<file path="src/asr_defs.svh">
`ifndef ASR_DEFS_SVH
`define ASR_DEFS_SVH

// clock and times in their own units
`define ASR_CLK_HZ 25000000
`define ASR_DEBOUNCE_MS 1
`define ASR_MIN_PULSE_MS 12
`define ASR_COMM_ERR_MS 4000
`define ASR_OFF_EXTRA_MS 1000
`define ASR_KEY_WIN_MS 3000
`define ASR_SETTLE_CYC 4

// terminal function codes and source setting
`define ASR_FN_ANALOG_SEL 5'h10
`define ASR_FN_RESET 5'h12
`define ASR_SRC_ANALOG 2'h1

// register byte offsets
`define ASR_OFF_CTRL 5'h00
`define ASR_OFF_ASSIGN 5'h04
`define ASR_OFF_DIGREF 5'h08
`define ASR_OFF_STATUS 5'h0C
`define ASR_OFF_IRQSTAT 5'h10
`define ASR_OFF_IRQMASK 5'h14
`define ASR_OFF_FREQ 5'h18

// control fields and reset values
`define ASR_CTRL_SRC 1:0
`define ASR_CTRL_NC 6:2
`define ASR_CTRL_DLY 9:7
`define ASR_NC_LSB 2
`define ASR_DLY_LSB 7
`define ASR_FN_W 5
`define ASR_CTRL_RST 10'h001
`define ASR_ASSIGN_RST 25'h1FFFFF2
`define ASR_DIGREF_RST 11'h000

// interrupt bit positions
`define ASR_IRQ_TRIP 0
`define ASR_IRQ_RESET 1
`define ASR_IRQ_COMM 2
`endif

</file>
<file path="src/asr_pkg.sv">
package asr_pkg;
	// reset sequencer states, gray along idle-hold-apply
	typedef enum logic [1:0] {
		ASR_IDLE = 2'b00,
		ASR_HOLD = 2'b01,
		ASR_APPLY = 2'b11
	} asr_rst_e;
	// analog sample
	typedef logic [9:0] asr_ain_t;
endpackage : asr_pkg

</file>
<file path="src/asr_analog_reset.sv">
// The Avalon-MM register port and the placing of the registers were decided locally.
`include "asr_defs.svh"

module asr_analog_reset import asr_pkg::*; #(
	parameter int unsigned DEB_CYC = `ASR_DEBOUNCE_MS * (`ASR_CLK_HZ / 1000),
	parameter int unsigned PULSE_CYC = `ASR_MIN_PULSE_MS * (`ASR_CLK_HZ / 1000),
	parameter int unsigned COMM_CYC = `ASR_COMM_ERR_MS * (`ASR_CLK_HZ / 1000),
	parameter int unsigned OFFDLY_CYC = `ASR_OFF_EXTRA_MS * (`ASR_CLK_HZ / 1000),
	parameter int unsigned KEYWIN_CYC = `ASR_KEY_WIN_MS * (`ASR_CLK_HZ / 1000)
) (
	// clock and reset
	input wire logic clk,
	input wire logic nrst,
	// avalon-mm slave
	input wire logic [4:0] avs_address,
	input wire logic avs_read,
	input wire logic avs_write,
	input wire logic [31:0] avs_writedata,
	output logic [31:0] avs_readdata,
	output logic avs_waitrequest,
	// terminal and keypad pins
	input wire logic [4:0] termIn,
	input wire logic keyStopPin,
	input wire logic remoteConnPin,
	// drive logic on this clock
	input wire logic runCmd,
	input wire logic faultEvt,
	input wire logic [2:0] logicReq,
	input wire asr_ain_t voltageIn,
	input wire asr_ain_t currentIn,
	// drive outputs
	output logic motorEn,
	output logic [2:0] logicOut,
	output logic alarmOut,
	output logic pwrResetOut,
	output logic remoteCommErr,
	output logic [10:0] freqRef,
	output logic irq
);

	localparam int NPIN = 7; // five terminals, key, remote
	localparam int KEYB = 5; // key bit in pin vector
	localparam int REMB = 6; // remote bit in pin vector

	logic [NPIN-1:0] pinMeta_reg; // first sync stage
	logic [NPIN-1:0] pinSync_reg; // second sync stage
	logic [NPIN-1:0] pinDeb_reg; // debounced levels
	logic keyPrev_reg; // key level last cycle
	logic [9:0] ctrl_reg; // source, polarity, delay flags
	logic [24:0] assign_reg; // five 5-bit function codes
	logic [10:0] digRef_reg; // non-analog reference
	logic [2:0] irqStat_reg; // sticky events
	logic [2:0] irqMask_reg; // event enables
	logic waitReq_reg; // bus stall
	logic [31:0] rdData_reg; // bus read data
	asr_rst_e state_reg; // reset sequencer
	logic [31:0] holdCnt_reg; // reset active time
	logic [31:0] upCnt_reg; // time since power-up
	logic bootHold_reg; // reset held since power-up
	logic trip_reg; // trip mode
	logic alarm_reg; // alarm output
	logic motor_reg; // motor drive
	logic pwrReset_reg; // power-up reset applied
	logic commErr_reg; // remote comm error
	logic [10:0] freq_reg; // frequency reference
	logic [2:0] lout_reg; // logic outputs
	logic irq_reg; // interrupt line
	logic rsAct; // reset function active
	logic atAct; // analog select active
	logic atAssigned; // analog select on some terminal
	logic keyEdge; // key pressed this cycle
	logic keyOk; // key press allowed
	logic busTake; // request accepted this edge
	logic [2:0] irqSet; // events this cycle
	logic commSet; // comm error about to rise

	// outputs straight from flops
	assign avs_readdata = rdData_reg;
	assign avs_waitrequest = waitReq_reg;
	assign motorEn = motor_reg;
	assign logicOut = lout_reg;
	assign alarmOut = alarm_reg;
	assign pwrResetOut = pwrReset_reg;
	assign remoteCommErr = commErr_reg;
	assign freqRef = freq_reg;
	assign irq = irq_reg;

	// two-stage sync of all pins
	always_ff @(posedge clk or negedge nrst) begin
		if (!nrst) begin
			pinMeta_reg <= '0;
			pinSync_reg <= '0;
		end else begin
			pinMeta_reg <= {remoteConnPin, keyStopPin, termIn};
			pinSync_reg <= pinMeta_reg;
		end
	end

	// debounce: level taken once stable for the filter time
	for (genvar i = 0; i < NPIN; i++) begin : g_deb
		logic [31:0] debCnt_reg; // stability count
		always_ff @(posedge clk or negedge nrst) begin
			if (!nrst) begin
				debCnt_reg <= '0;
				pinDeb_reg[i] <= 1'b0;
			end else if (pinSync_reg[i] == pinDeb_reg[i]) begin
				debCnt_reg <= '0; // no change pending
			end else if (debCnt_reg >= DEB_CYC) begin
				pinDeb_reg[i] <= pinSync_reg[i];
				debCnt_reg <= '0;
			end else begin
				debCnt_reg <= debCnt_reg + 32'h1;
			end
		end
	end

	// terminal function decode, polarity on analog select only
	always_comb begin
		rsAct = 1'b0;
		atAct = 1'b0;
		atAssigned = 1'b0;
		for (int t = 0; t < 5; t++) begin
			if (assign_reg[`ASR_FN_W*t +: `ASR_FN_W] == `ASR_FN_RESET) begin
				rsAct = rsAct | pinDeb_reg[t];
			end
			if (assign_reg[`ASR_FN_W*t +: `ASR_FN_W] == `ASR_FN_ANALOG_SEL) begin
				atAssigned = 1'b1;
				atAct = atAct | (pinDeb_reg[t] ^ ctrl_reg[`ASR_NC_LSB + t]);
			end
		end
	end

	// key press qualification
	always_ff @(posedge clk or negedge nrst) begin
		if (!nrst) begin
			keyPrev_reg <= 1'b0;
		end else begin
			keyPrev_reg <= pinDeb_reg[KEYB];
		end
	end
	assign keyEdge = pinDeb_reg[KEYB] & ~keyPrev_reg;
	// remote panel limits key to window after power-up
	assign keyOk = keyEdge & alarm_reg & (~pinDeb_reg[REMB] | (upCnt_reg < KEYWIN_CYC));

	// time since power-up, saturating
	always_ff @(posedge clk or negedge nrst) begin
		if (!nrst) begin
			upCnt_reg <= '0;
		end else if (upCnt_reg != 32'hFFFFFFFF) begin
			upCnt_reg <= upCnt_reg + 32'h1;
		end
	end

	// reset sequencer, starts in apply after power-on
	always_ff @(posedge clk or negedge nrst) begin
		if (!nrst) begin
			state_reg <= ASR_APPLY;
			holdCnt_reg <= '0;
		end else begin
			unique case (state_reg)
				ASR_IDLE: begin
					holdCnt_reg <= '0;
					if (rsAct) begin
						state_reg <= ASR_HOLD;
					end else if (keyOk) begin
						state_reg <= ASR_APPLY;
					end
				end
				ASR_HOLD: begin
					if (holdCnt_reg != 32'hFFFFFFFF) begin
						holdCnt_reg <= holdCnt_reg + 32'h1;
					end
					if (!rsAct) begin
						// release counts only after the minimum width
						state_reg <= (holdCnt_reg >= PULSE_CYC) ? ASR_APPLY : ASR_IDLE;
					end
				end
				ASR_APPLY: begin
					state_reg <= ASR_IDLE;
				end
			endcase
		end
	end

	// trip: fault sets, reset clears, set wins
	always_ff @(posedge clk or negedge nrst) begin
		if (!nrst) begin
			trip_reg <= 1'b0;
		end else if (faultEvt) begin
			trip_reg <= 1'b1;
		end else if (rsAct || state_reg == ASR_APPLY) begin
			trip_reg <= 1'b0;
		end
	end

	// alarm follows trip
	always_ff @(posedge clk or negedge nrst) begin
		if (!nrst) begin
			alarm_reg <= 1'b0;
		end else begin
			alarm_reg <= trip_reg & ~rsAct;
		end
	end

	// motor drive cut at once, restarts if run still on
	always_ff @(posedge clk or negedge nrst) begin
		if (!nrst) begin
			motor_reg <= 1'b0;
		end else begin
			motor_reg <= runCmd & ~trip_reg & ~rsAct & (state_reg != ASR_APPLY);
		end
	end

	// power-up reset while active and on the pulse
	always_ff @(posedge clk or negedge nrst) begin
		if (!nrst) begin
			pwrReset_reg <= 1'b1;
		end else begin
			pwrReset_reg <= rsAct | (state_reg == ASR_APPLY);
		end
	end

	// reset held since power-up: comm error after long hold
	assign commSet = bootHold_reg & rsAct & (state_reg == ASR_HOLD) & (holdCnt_reg >= COMM_CYC);
	always_ff @(posedge clk or negedge nrst) begin
		if (!nrst) begin
			bootHold_reg <= 1'b1;
			commErr_reg <= 1'b0;
		end else begin
			if (!rsAct && upCnt_reg > DEB_CYC + `ASR_SETTLE_CYC) begin
				bootHold_reg <= 1'b0;
			end
			commErr_reg <= commSet;
		end
	end

	// logic outputs, optional extra on-time under reset
	for (genvar j = 0; j < 3; j++) begin : g_lout
		logic [31:0] offCnt_reg; // extra on-time
		always_ff @(posedge clk or negedge nrst) begin
			if (!nrst) begin
				offCnt_reg <= '0;
				lout_reg[j] <= 1'b0;
			end else if (!rsAct) begin
				lout_reg[j] <= logicReq[j];
				offCnt_reg <= '0;
			end else if (ctrl_reg[`ASR_DLY_LSB + j] && lout_reg[j] && offCnt_reg < OFFDLY_CYC) begin
				offCnt_reg <= offCnt_reg + 32'h1;
			end else begin
				lout_reg[j] <= 1'b0;
			end
		end
	end

	// frequency reference selection
	always_ff @(posedge clk or negedge nrst) begin
		if (!nrst) begin
			freq_reg <= '0;
		end else if (ctrl_reg[`ASR_CTRL_SRC] != `ASR_SRC_ANALOG) begin
			freq_reg <= digRef_reg;
		end else if (!atAssigned) begin
			freq_reg <= {1'b0, voltageIn} + {1'b0, currentIn};
		end else if (atAct) begin
			freq_reg <= {1'b0, currentIn};
		end else begin
			freq_reg <= {1'b0, voltageIn};
		end
	end

	// bus: one stall cycle then answer
	assign busTake = (avs_read | avs_write) & ~waitReq_reg;
	always_ff @(posedge clk or negedge nrst) begin
		if (!nrst) begin
			waitReq_reg <= 1'b1;
			rdData_reg <= '0;
		end else if (!waitReq_reg) begin
			waitReq_reg <= 1'b1;
		end else if (avs_read || avs_write) begin
			waitReq_reg <= 1'b0;
			rdData_reg <= '0; // unmapped reads zero
			if (avs_read) begin
				unique case (avs_address)
					`ASR_OFF_CTRL: rdData_reg <= {22'h000000, ctrl_reg};
					`ASR_OFF_ASSIGN: rdData_reg <= {7'h00, assign_reg};
					`ASR_OFF_DIGREF: rdData_reg <= {21'h000000, digRef_reg};
					`ASR_OFF_STATUS: rdData_reg <= {24'h000000, state_reg, commErr_reg, alarm_reg,
						trip_reg, atAct, rsAct, motor_reg};
					`ASR_OFF_IRQSTAT: rdData_reg <= {29'h00000000, irqStat_reg};
					`ASR_OFF_IRQMASK: rdData_reg <= {29'h00000000, irqMask_reg};
					`ASR_OFF_FREQ: rdData_reg <= {21'h000000, freq_reg};
					default: rdData_reg <= '0;
				endcase
			end
		end
	end

	// writable configuration
	always_ff @(posedge clk or negedge nrst) begin
		if (!nrst) begin
			ctrl_reg <= `ASR_CTRL_RST;
			assign_reg <= `ASR_ASSIGN_RST;
			digRef_reg <= `ASR_DIGREF_RST;
			irqMask_reg <= '0;
		end else if (busTake && avs_write) begin
			unique case (avs_address)
				`ASR_OFF_CTRL: ctrl_reg <= avs_writedata[9:0];
				`ASR_OFF_ASSIGN: assign_reg <= avs_writedata[24:0];
				`ASR_OFF_DIGREF: digRef_reg <= avs_writedata[10:0];
				`ASR_OFF_IRQMASK: irqMask_reg <= avs_writedata[2:0];
				default: ;
			endcase
		end
	end

	// sticky events, write one clears, set wins
	assign irqSet[`ASR_IRQ_TRIP] = faultEvt & ~trip_reg;
	assign irqSet[`ASR_IRQ_RESET] = state_reg == ASR_APPLY;
	assign irqSet[`ASR_IRQ_COMM] = commSet & ~commErr_reg;
	always_ff @(posedge clk or negedge nrst) begin
		if (!nrst) begin
			irqStat_reg <= '0;
		end else if (busTake && avs_write && avs_address == `ASR_OFF_IRQSTAT) begin
			irqStat_reg <= (irqStat_reg & ~avs_writedata[2:0]) | irqSet;
		end else begin
			irqStat_reg <= irqStat_reg | irqSet;
		end
	end

	// level interrupt
	always_ff @(posedge clk or negedge nrst) begin
		if (!nrst) begin
			irq_reg <= 1'b0;
		end else begin
			irq_reg <= |(irqStat_reg & irqMask_reg);
		end
	end

	// checks
	a_freq_current: assert property (@(posedge clk) disable iff (!nrst)
		(ctrl_reg[`ASR_CTRL_SRC] == `ASR_SRC_ANALOG && atAssigned && atAct)
		|=> freq_reg == {1'b0, $past(currentIn)})
		else $error("current input not selected");
	a_freq_voltage: assert property (@(posedge clk) disable iff (!nrst)
		(ctrl_reg[`ASR_CTRL_SRC] == `ASR_SRC_ANALOG && atAssigned && !atAct)
		|=> freq_reg == {1'b0, $past(voltageIn)})
		else $error("voltage input not selected");
	a_freq_digital: assert property (@(posedge clk) disable iff (!nrst)
		(ctrl_reg[`ASR_CTRL_SRC] != `ASR_SRC_ANALOG) |=> freq_reg == $past(digRef_reg))
		else $error("analog used with other source");
	a_freq_sum: assert property (@(posedge clk) disable iff (!nrst)
		(ctrl_reg[`ASR_CTRL_SRC] == `ASR_SRC_ANALOG && !atAssigned)
		|=> freq_reg == {1'b0, $past(voltageIn)} + {1'b0, $past(currentIn)})
		else $error("sum of inputs wrong");
	a_short_pulse: assert property (@(posedge clk) disable iff (!nrst)
		(state_reg == ASR_HOLD && !rsAct && holdCnt_reg < PULSE_CYC) |=> state_reg == ASR_IDLE)
		else $error("short pulse caused reset");
	a_alarm_clear: assert property (@(posedge clk) disable iff (!nrst)
		(rsAct && !faultEvt) [*2] |=> !alarm_reg)
		else $error("alarm not cleared");
	a_motor_coast: assert property (@(posedge clk) disable iff (!nrst)
		rsAct |=> !motor_reg && pwrReset_reg)
		else $error("motor driven under reset");
	a_key_gate: assert property (@(posedge clk) disable iff (!nrst)
		(state_reg == ASR_IDLE && !rsAct && !alarm_reg) |=> state_reg != ASR_APPLY)
		else $error("key reset without alarm");
	a_out_together: assert property (@(posedge clk) disable iff (!nrst)
		(rsAct && ctrl_reg[`ASR_CTRL_DLY] == 3'h0) |=> lout_reg == 3'h0)
		else $error("output not off at once");
	a_comm_release: assert property (@(posedge clk) disable iff (!nrst)
		(commErr_reg && !rsAct) |=> ##1 !commErr_reg)
		else $error("comm error not cleared");

endmodule : asr_analog_reset

</file>
<file path="config.mk">
export PLATFORM = sky130hd
export DESIGN_NAME = asr_analog_reset
export DESIGN_NICKNAME = d
export VERILOG_FILES = /design/src/asr_pkg.sv /design/src/asr_analog_reset.sv
export VERILOG_INCLUDE_DIRS = /design/src
export SDC_FILE = /design/constraint.sdc
export NUM_CORES = 1
export LEC_CHECK = 0
export BUFFER_PORTS_ARGS = -buffer_cell sky130_fd_sc_hd__buf_2
export CAP_MARGIN = 25
export CORE_ASPECT_RATIO = 1.5
export CORE_MARGIN = 2
export CORE_UTILIZATION = 49
export DETAILED_ROUTE_END_ITERATION = 6
export PLACE_DENSITY = 0.66
export SLEW_MARGIN = 40
export SYNTH_ARGS = -nofsm -noshare
export SYNTH_HDL_FRONTEND = slang
export SYNTH_SLANG_ARGS = --single-unit
</file>
<file path="constraint.sdc">
create_clock -name clk -period 2.34 [get_ports clk]
set_input_delay 0.468 -clock clk [delete_from_list [all_inputs] [get_ports clk]]
set_output_delay 0.468 -clock clk [all_outputs]
set_load 0.02 [all_outputs]
</file>
==> results.json, run 1 <==
{
  "cts.sinks": 507,
  "reg2reg_from": "assign_reg[14]$_DFFE_PN1P_",
  "multiInputGateArea_um2": 9770,
  "p_leak_nw": 11.8,
  "clockRootBuffer": "clkbuf_16",
  "crit_start": "assign_reg[14]$_DFFE_PN1P_",
  "cts_tree": "built",
  "worstMarginPinSlew_ns": 0.738,
  "dp_hpwl_mm": 35.7,
  "syn_inst": 2052,
  "dr.pass1.iters": 5,
  "synth-seq-cells": 507,
  "setup_viol": 0,
  "vdd_drop_max_mv": 1.03,
  "avgRoutedWirePerCell_um": 16.8,
  "final_common_cell": "dfrtp_1",
  "pin_count": 125,
  "antenna_found_initial": 1,
  "post-cts-setup-buffers": 0,
  "grt_max_degree": 69,
  "ys_seq_area_share_pct": 56.9,
  "slew_headroom_pct": 50.6,
  "detail-route-antenna-nets": 0,
  "yosysWarnings": 0,
  "yosysTopAreaCell": "dfrtp_1",
  "grt_pass1_vias": 16821,
  "synth_top_cell_area_share_pct": 53.6,
  "drive_gt1_share_pct": 18.9,
  "async_reset_ff_share_pct": 100,
  "min_period_over_period_pct": 98.4,
  "nets": 2490,
  "largest_register_ffs": 224,
  "die_w_um": 178,
  "synth.distinct_cells": 76,
  "cts_buffers": 50,
  "drt-vias-per-instance": 5.44,
  "power_density_nw_per_um2": 755,
  "finalHoldViolCount": 0,
  "grt_overflow": 0,
  "final_cell_mix": "dfrtp_1 (479), nor2_1 (238), nand2_1 (144), conb_1 (126), buf_2 (109)",
  "dr_total_vias": 16370,
  "required_ns": 2.81,
  "place.port_buffers": 110,
  "grt_pass1_wl_mm": 83.2,
  "status": "finished, final reports clean",
  "clk_pin_slew_ns": 0.06,
  "drtIter0Drc": 858,
  "rsz0062_at_grt": "no",
  "fin_skew_ns": 0.0192,
  "h-tree-depth": 2,
  "worstPathArrival_ns": 2.77,
  "start_util_pct": 49.8,
  "clkLatencyLatePin_ns": 0.58,
  "setup_tns_ns": 0,
  "crit_fanout": 4,
  "fin_crit_ns": 2.30,
  "yosys-top-cells-area": "dfrtp_1 (54%), xor2_1 (4.1%), nor2_1 (4.1%)",
  "syn_avg_cell_area_um2": 10.9,
  "synth_flop_cell": "dfrtp_1",
  "hp-class": "input port to flop",
  "area_delta_synth_final_pct": 20.0,
  "worst_setup_path_end_kind": "flop",
  "routed_wirelength_mm": 50.4,
  "startpoint_type": "flop",
  "layout.area.seq_um2": 12700,
  "place.gp.congestion": 0.861,
  "finalPower_w": 0.0203,
  "syn-cell-area_um2": 22400,
  "core_um2": 44900,
  "drv_slew": 0,
  "clock.fmax_mhz": 434,
  "synth_edf_count": 0,
  "rows": 95,
  "grt_usage_pct": 21.8,
  "max_cap_viol_count": 0,
  "cts.path.max_buffers": 3,
  "drc": 0,
  "min_from": "termIn[3]",
  "die_height_um": 266,
  "critPathKind": "flop to flop",
  "fillCellCount": 3772,
  "die_area_um2": 47400
}
-- Yosys cell counts (all sizes together), types with 44 or more instances --
library cell,number
and3,47
nand2,146
dfrtp,479
inv,57
nor4,56
a21oi,62
nand4,69
clkbuf,48
nor3,44
xor2,105
nor2,242
xnor2,92
o21ai,71
mux2,67
nand3,100
-- cell families (layout without fill, tap and decap cells) --
kind of cell	count (synthesis)	in the layout	share of synthesized area (%)
AO/OA/AOI/OAI	254	254	7.38
XOR/XNOR	197	197	7.72
flip-flops	507	507	56.9
other	1	127	0.0168
multiplexers	84	84	4.25
adder cells (fa/ha/maj)	32	32	1.82
buffers and inverters	129	377	2.35
AND/OR/NAND/NOR	848	848	19.5
-- critical path, cell delays in order, from the launching register on --
cell and delay (ns):
dfstp_2 0.52, or4b_4 0.49, buf_4 0.18, nor3_4 0.18, nor3_2 0.07, nand2_2 0.17
mux2_4 0.33, o221a_2 0.24
-- path summary, 6_finish.rpt --
kind | slack (ns) | depth (start not counted) | to
max | 0.04 | 7 | freqRef[2]$_DFF_PN0_
min | 0.03 | 1 | pinMeta_reg[3]$_DFF_PN0_
max reg2reg | 0.04 | 7 | freqRef[2]$_DFF_PN0_
min reg2reg | 0.35 | 0 | pinSync_reg[6]$_DFF_PN0_
max in group asynchronous | 1.10 | 3 | assign_reg[11]$_DFFE_PN1P_
min in group asynchronous | 0.44 | 2 | g_lout[2].offCnt_reg[12]$_DFFE_PN0P_
-- metrics by stage --
stage	hold slack, ns	cell area, um^2	utilization, %	std cells	setup slack, ns
2_1_floorplan	0.172	22800	-	2177	0.187
3_3_place_gp	0.334	24800	55.1	2908	-0.139
3_5_place_dp	0.337	24800	55.2	2908	-0.0903
4_1_cts	0.00504	26700	59.4	3007	0.00124
5_1_grt	0.0207	26800	59.7	3007	0.000628
6_report	0.0289	26800	59.7	3008	0.0382
-- routing by layer --
metal / vias up / wire length [um] / track usage, %
li1: 7768 / - / -
met1: 8174 / 20500 / 26.5
met2: 311 / 26100 / 39.1
met3: 115 / 2050 / 3.14
met4: 2 / 1720 / 7.87
met5: - / 10 / 0
-- power breakdown --
group / internal (W) / switching (W)
clock network: 0.00512 / 0.00346
registers: 0.00920 / 0.000365
logic: 0.000862 / 0.00124
-- layout make-up --
type                            instances  share of cell area (%)
Antenna cell                            1                 0.00933
Clock buffer                           67                    5.35
Clock inverter                         25                    1.31
Inverter                               57                   0.798
Multi-Input combinational cell       1541                    36.4
Sequential cell                       507                    47.4
Tap cell                              582                    2.71
Timing Repair Buffer                  228                    5.97
-- repair_timing --
item / in CTS / in global routing
cloned: 0 / 0
gates resized for setup: 7 / 29
setup endpoints to repair: 11 / 32
hold endpoints to repair: 44 / 0
hold buffers: 7 / 0
pin swaps: 1 / 3
(Power assumes the default switching activity.)
==> inputs of run 2 (changes only) <==
--- a/config.mk
+++ b/config.mk
@@ -14,4 +14,5 @@
 export DETAILED_ROUTE_END_ITERATION = 6
 export PLACE_DENSITY = 0.66
+export SKIP_LAST_GASP = 1
 export SLEW_MARGIN = 40
 export SYNTH_ARGS = -nofsm -noshare
==> constraint.sdc (replaced) <==
create_clock -name clk -period 2.34 [get_ports clk]
set_input_delay 0.585 -clock clk [delete_from_list [all_inputs] [get_ports clk]]
set_output_delay 0.585 -clock clk [all_outputs]
set_load 0.02 [all_outputs]
==> results.json, run 2 (synthesized netlist as in run 1, its figures left out) <==
{
  "avgRoutedWirePerCell_um": 16.7,
  "critPathKind": "flop to flop",
  "h-tree-depth": 2,
  "worstMarginPinSlew_ns": 0.778,
  "whs_path_depth": 1,
  "setup_viol": 0,
  "min_period_over_period_pct": 98.7,
  "die_height_um": 266,
  "rows": 95,
  "hp-class": "input port to flop",
  "p_leak_nw": 11.9,
  "max_cap_viol_count": 0,
  "required_ns": 2.80,
  "drc": 0,
  "drtIter0Drc": 948,
  "die_area_um2": 47400,
  "finalHoldViolCount": 0,
  "place.port_buffers": 110,
  "area_delta_synth_final_pct": 20.3,
  "clock.fmax_mhz": 433,
  "vdd_drop_max_mv": 0.630,
  "start_util_pct": 49.8,
  "grt_overflow": 0,
  "fin_util_pct": 59.8,
  "cts.path.max_buffers": 3,
  "cts_buffers": 50,
  "clockRootBuffer": "clkbuf_16",
  "pin_count": 125,
  "crit_fanout": 5,
  "grt_pass1_wl_mm": 83.7,
  "cts_tree": "built",
  "grt_max_degree": 91,
  "power_density_nw_per_um2": 750,
  "final_cell_mix": "dfrtp_1 (479), nor2_1 (240), nand2_1 (144), conb_1 (126), buf_4 (122)",
  "detail-route-antenna-nets": 0,
  "drv_slew": 0,
  "design_area_um2": 26900,
  "ff2ff_path_depth": 8,
  "dp_hpwl_mm": 35.9,
  "grt_pass1_vias": 16959,
  "slew_headroom_pct": 48.0,
  "grt_usage_pct": 21.8,
  "die_w_um": 178,
  "startpoint_type": "flop",
  "place_area_um2": 24900,
  "drt-vias-per-instance": 5.43,
  "fin_skew_ns": 0.0154,
  "antenna_found_initial": 5,
  "largest_register_ffs": 224,
  "clk_pin_slew_ns": 0.06,
  "dr.pass1.iters": 7,
  "final_common_cell": "dfrtp_1",
  "clkLatencyLatePin_ns": 0.59,
  "drive_gt1_share_pct": 19.3,
  "routed_wirelength_mm": 50.5,
  "rsz0062_at_grt": "yes",
  "core_um2": 44900,
  "worstPathArrival_ns": 2.77,
  "dr_total_vias": 16421,
  "fin_crit_ns": 2.31,
  "cts.sinks": 507,
  "place.gp.congestion": 0.884,
  "status": "finished, final reports clean",
  "worst_setup_path_end_kind": "flop",
  "nets": 2507
}
run 2: cell count changes in the layout (fill, tap and decap cells not counted), moves of 3 or more:
cell,before,now
buf_4,98,122
clkbuf_1,6,13
dlygate4sd3_1,7,1
clkinvlp_4,6,1
mux2i_1,15,12
mux2i_2,0,3
o22ai_1,2,5
o22ai_2,4,1
run 2: area by class of cell:
class	instances	area (um^2)
flip-flops and latches	507	12700
multi-input cells	1541	9770
clock buffers	74	1450
diodes	1	2.50
repair buffers	245	1700
clock inverters	18	298
well taps	582	728
fillers	3770	18000
inverters	57	214
run 2: path summary, 6_finish.rpt:
| check | start | slack (ns) | end |
|---|---|---|---|
| min | remoteConnPin | 0.1 | pinMeta_reg[6]$_DFF_PN0_ |
| min in group asynchronous | nrst | 0.53 | g_lout[2].offCnt_reg[17]$_DFFE_PN0P_ |
| max in group asynchronous | nrst | 0.97 | g_lout[1].offCnt_reg[26]$_DFFE_PN0P_ |
| max reg2reg | assign_reg[14]$_DFFE_PN1P_ | 0.03 | freqRef[6]$_DFF_PN0_ |
| min reg2reg | pinMeta_reg[0]$_DFF_PN0_ | 0.35 | pinSync_reg[0]$_DFF_PN0_ |
| max | assign_reg[14]$_DFFE_PN1P_ | 0.03 | freqRef[6]$_DFF_PN0_ |
run 2: metal layers:
metal	vias up	track usage (%)	wire, um
met4	8	8.70	2000
met2	311	38.3	26000
met5	-	0	43
met1	8167	26.6	20500
li1	7808	-	-
met3	127	3.63	2050
run 2: stage by stage:
step | total power, W | setup WS [ns] | TNS [ns] | instances | hold slack, ns
floorplan | 0.0106 | 0.102 | 0 | 2177 | 0.289
global placement | 0.0117 | -0.242 | -8.24 | 2925 | 0.337
detailed placement | 0.0117 | -0.204 | -0.713 | 2925 | 0.339
CTS | 0.0203 | 0.00428 | 0 | 3022 | 0.0724
global route | 0.0210 | -0.0337 | -0.103 | 3025 | 0.0822
finish | 0.0202 | 0.0305 | 0 | 3025 | 0.0966
run 2: critical path, stage by stage, from the launching register on:
cell and delay (ns):
dfstp_2 0.52, or4b_4 0.50, buf_4 0.17, nor3_2 0.18, nor3_2 0.08, nand2_2 0.17, buf_4 0.19, mux2i_2 0.27
a21oi_1 0.10
run 2: report_power, final:
| group | internal [W] | switching, W |
|---|---|---|
| clock | 0.00508 | 0.00342 |
| sequential | 0.00921 | 0.000386 |
| combinational | 0.000873 | 0.00121 |
| total | 0.0152 | 0.00502 |
run 2: repair_timing:
action	4_1_cts	5_1_grt
pin swaps	3	7
hold buffers	1	0
endpoints found under the setup margin	11	29
endpoints found under the hold margin	20	0
buffers inserted	4	3
gates resized for setup	7	28
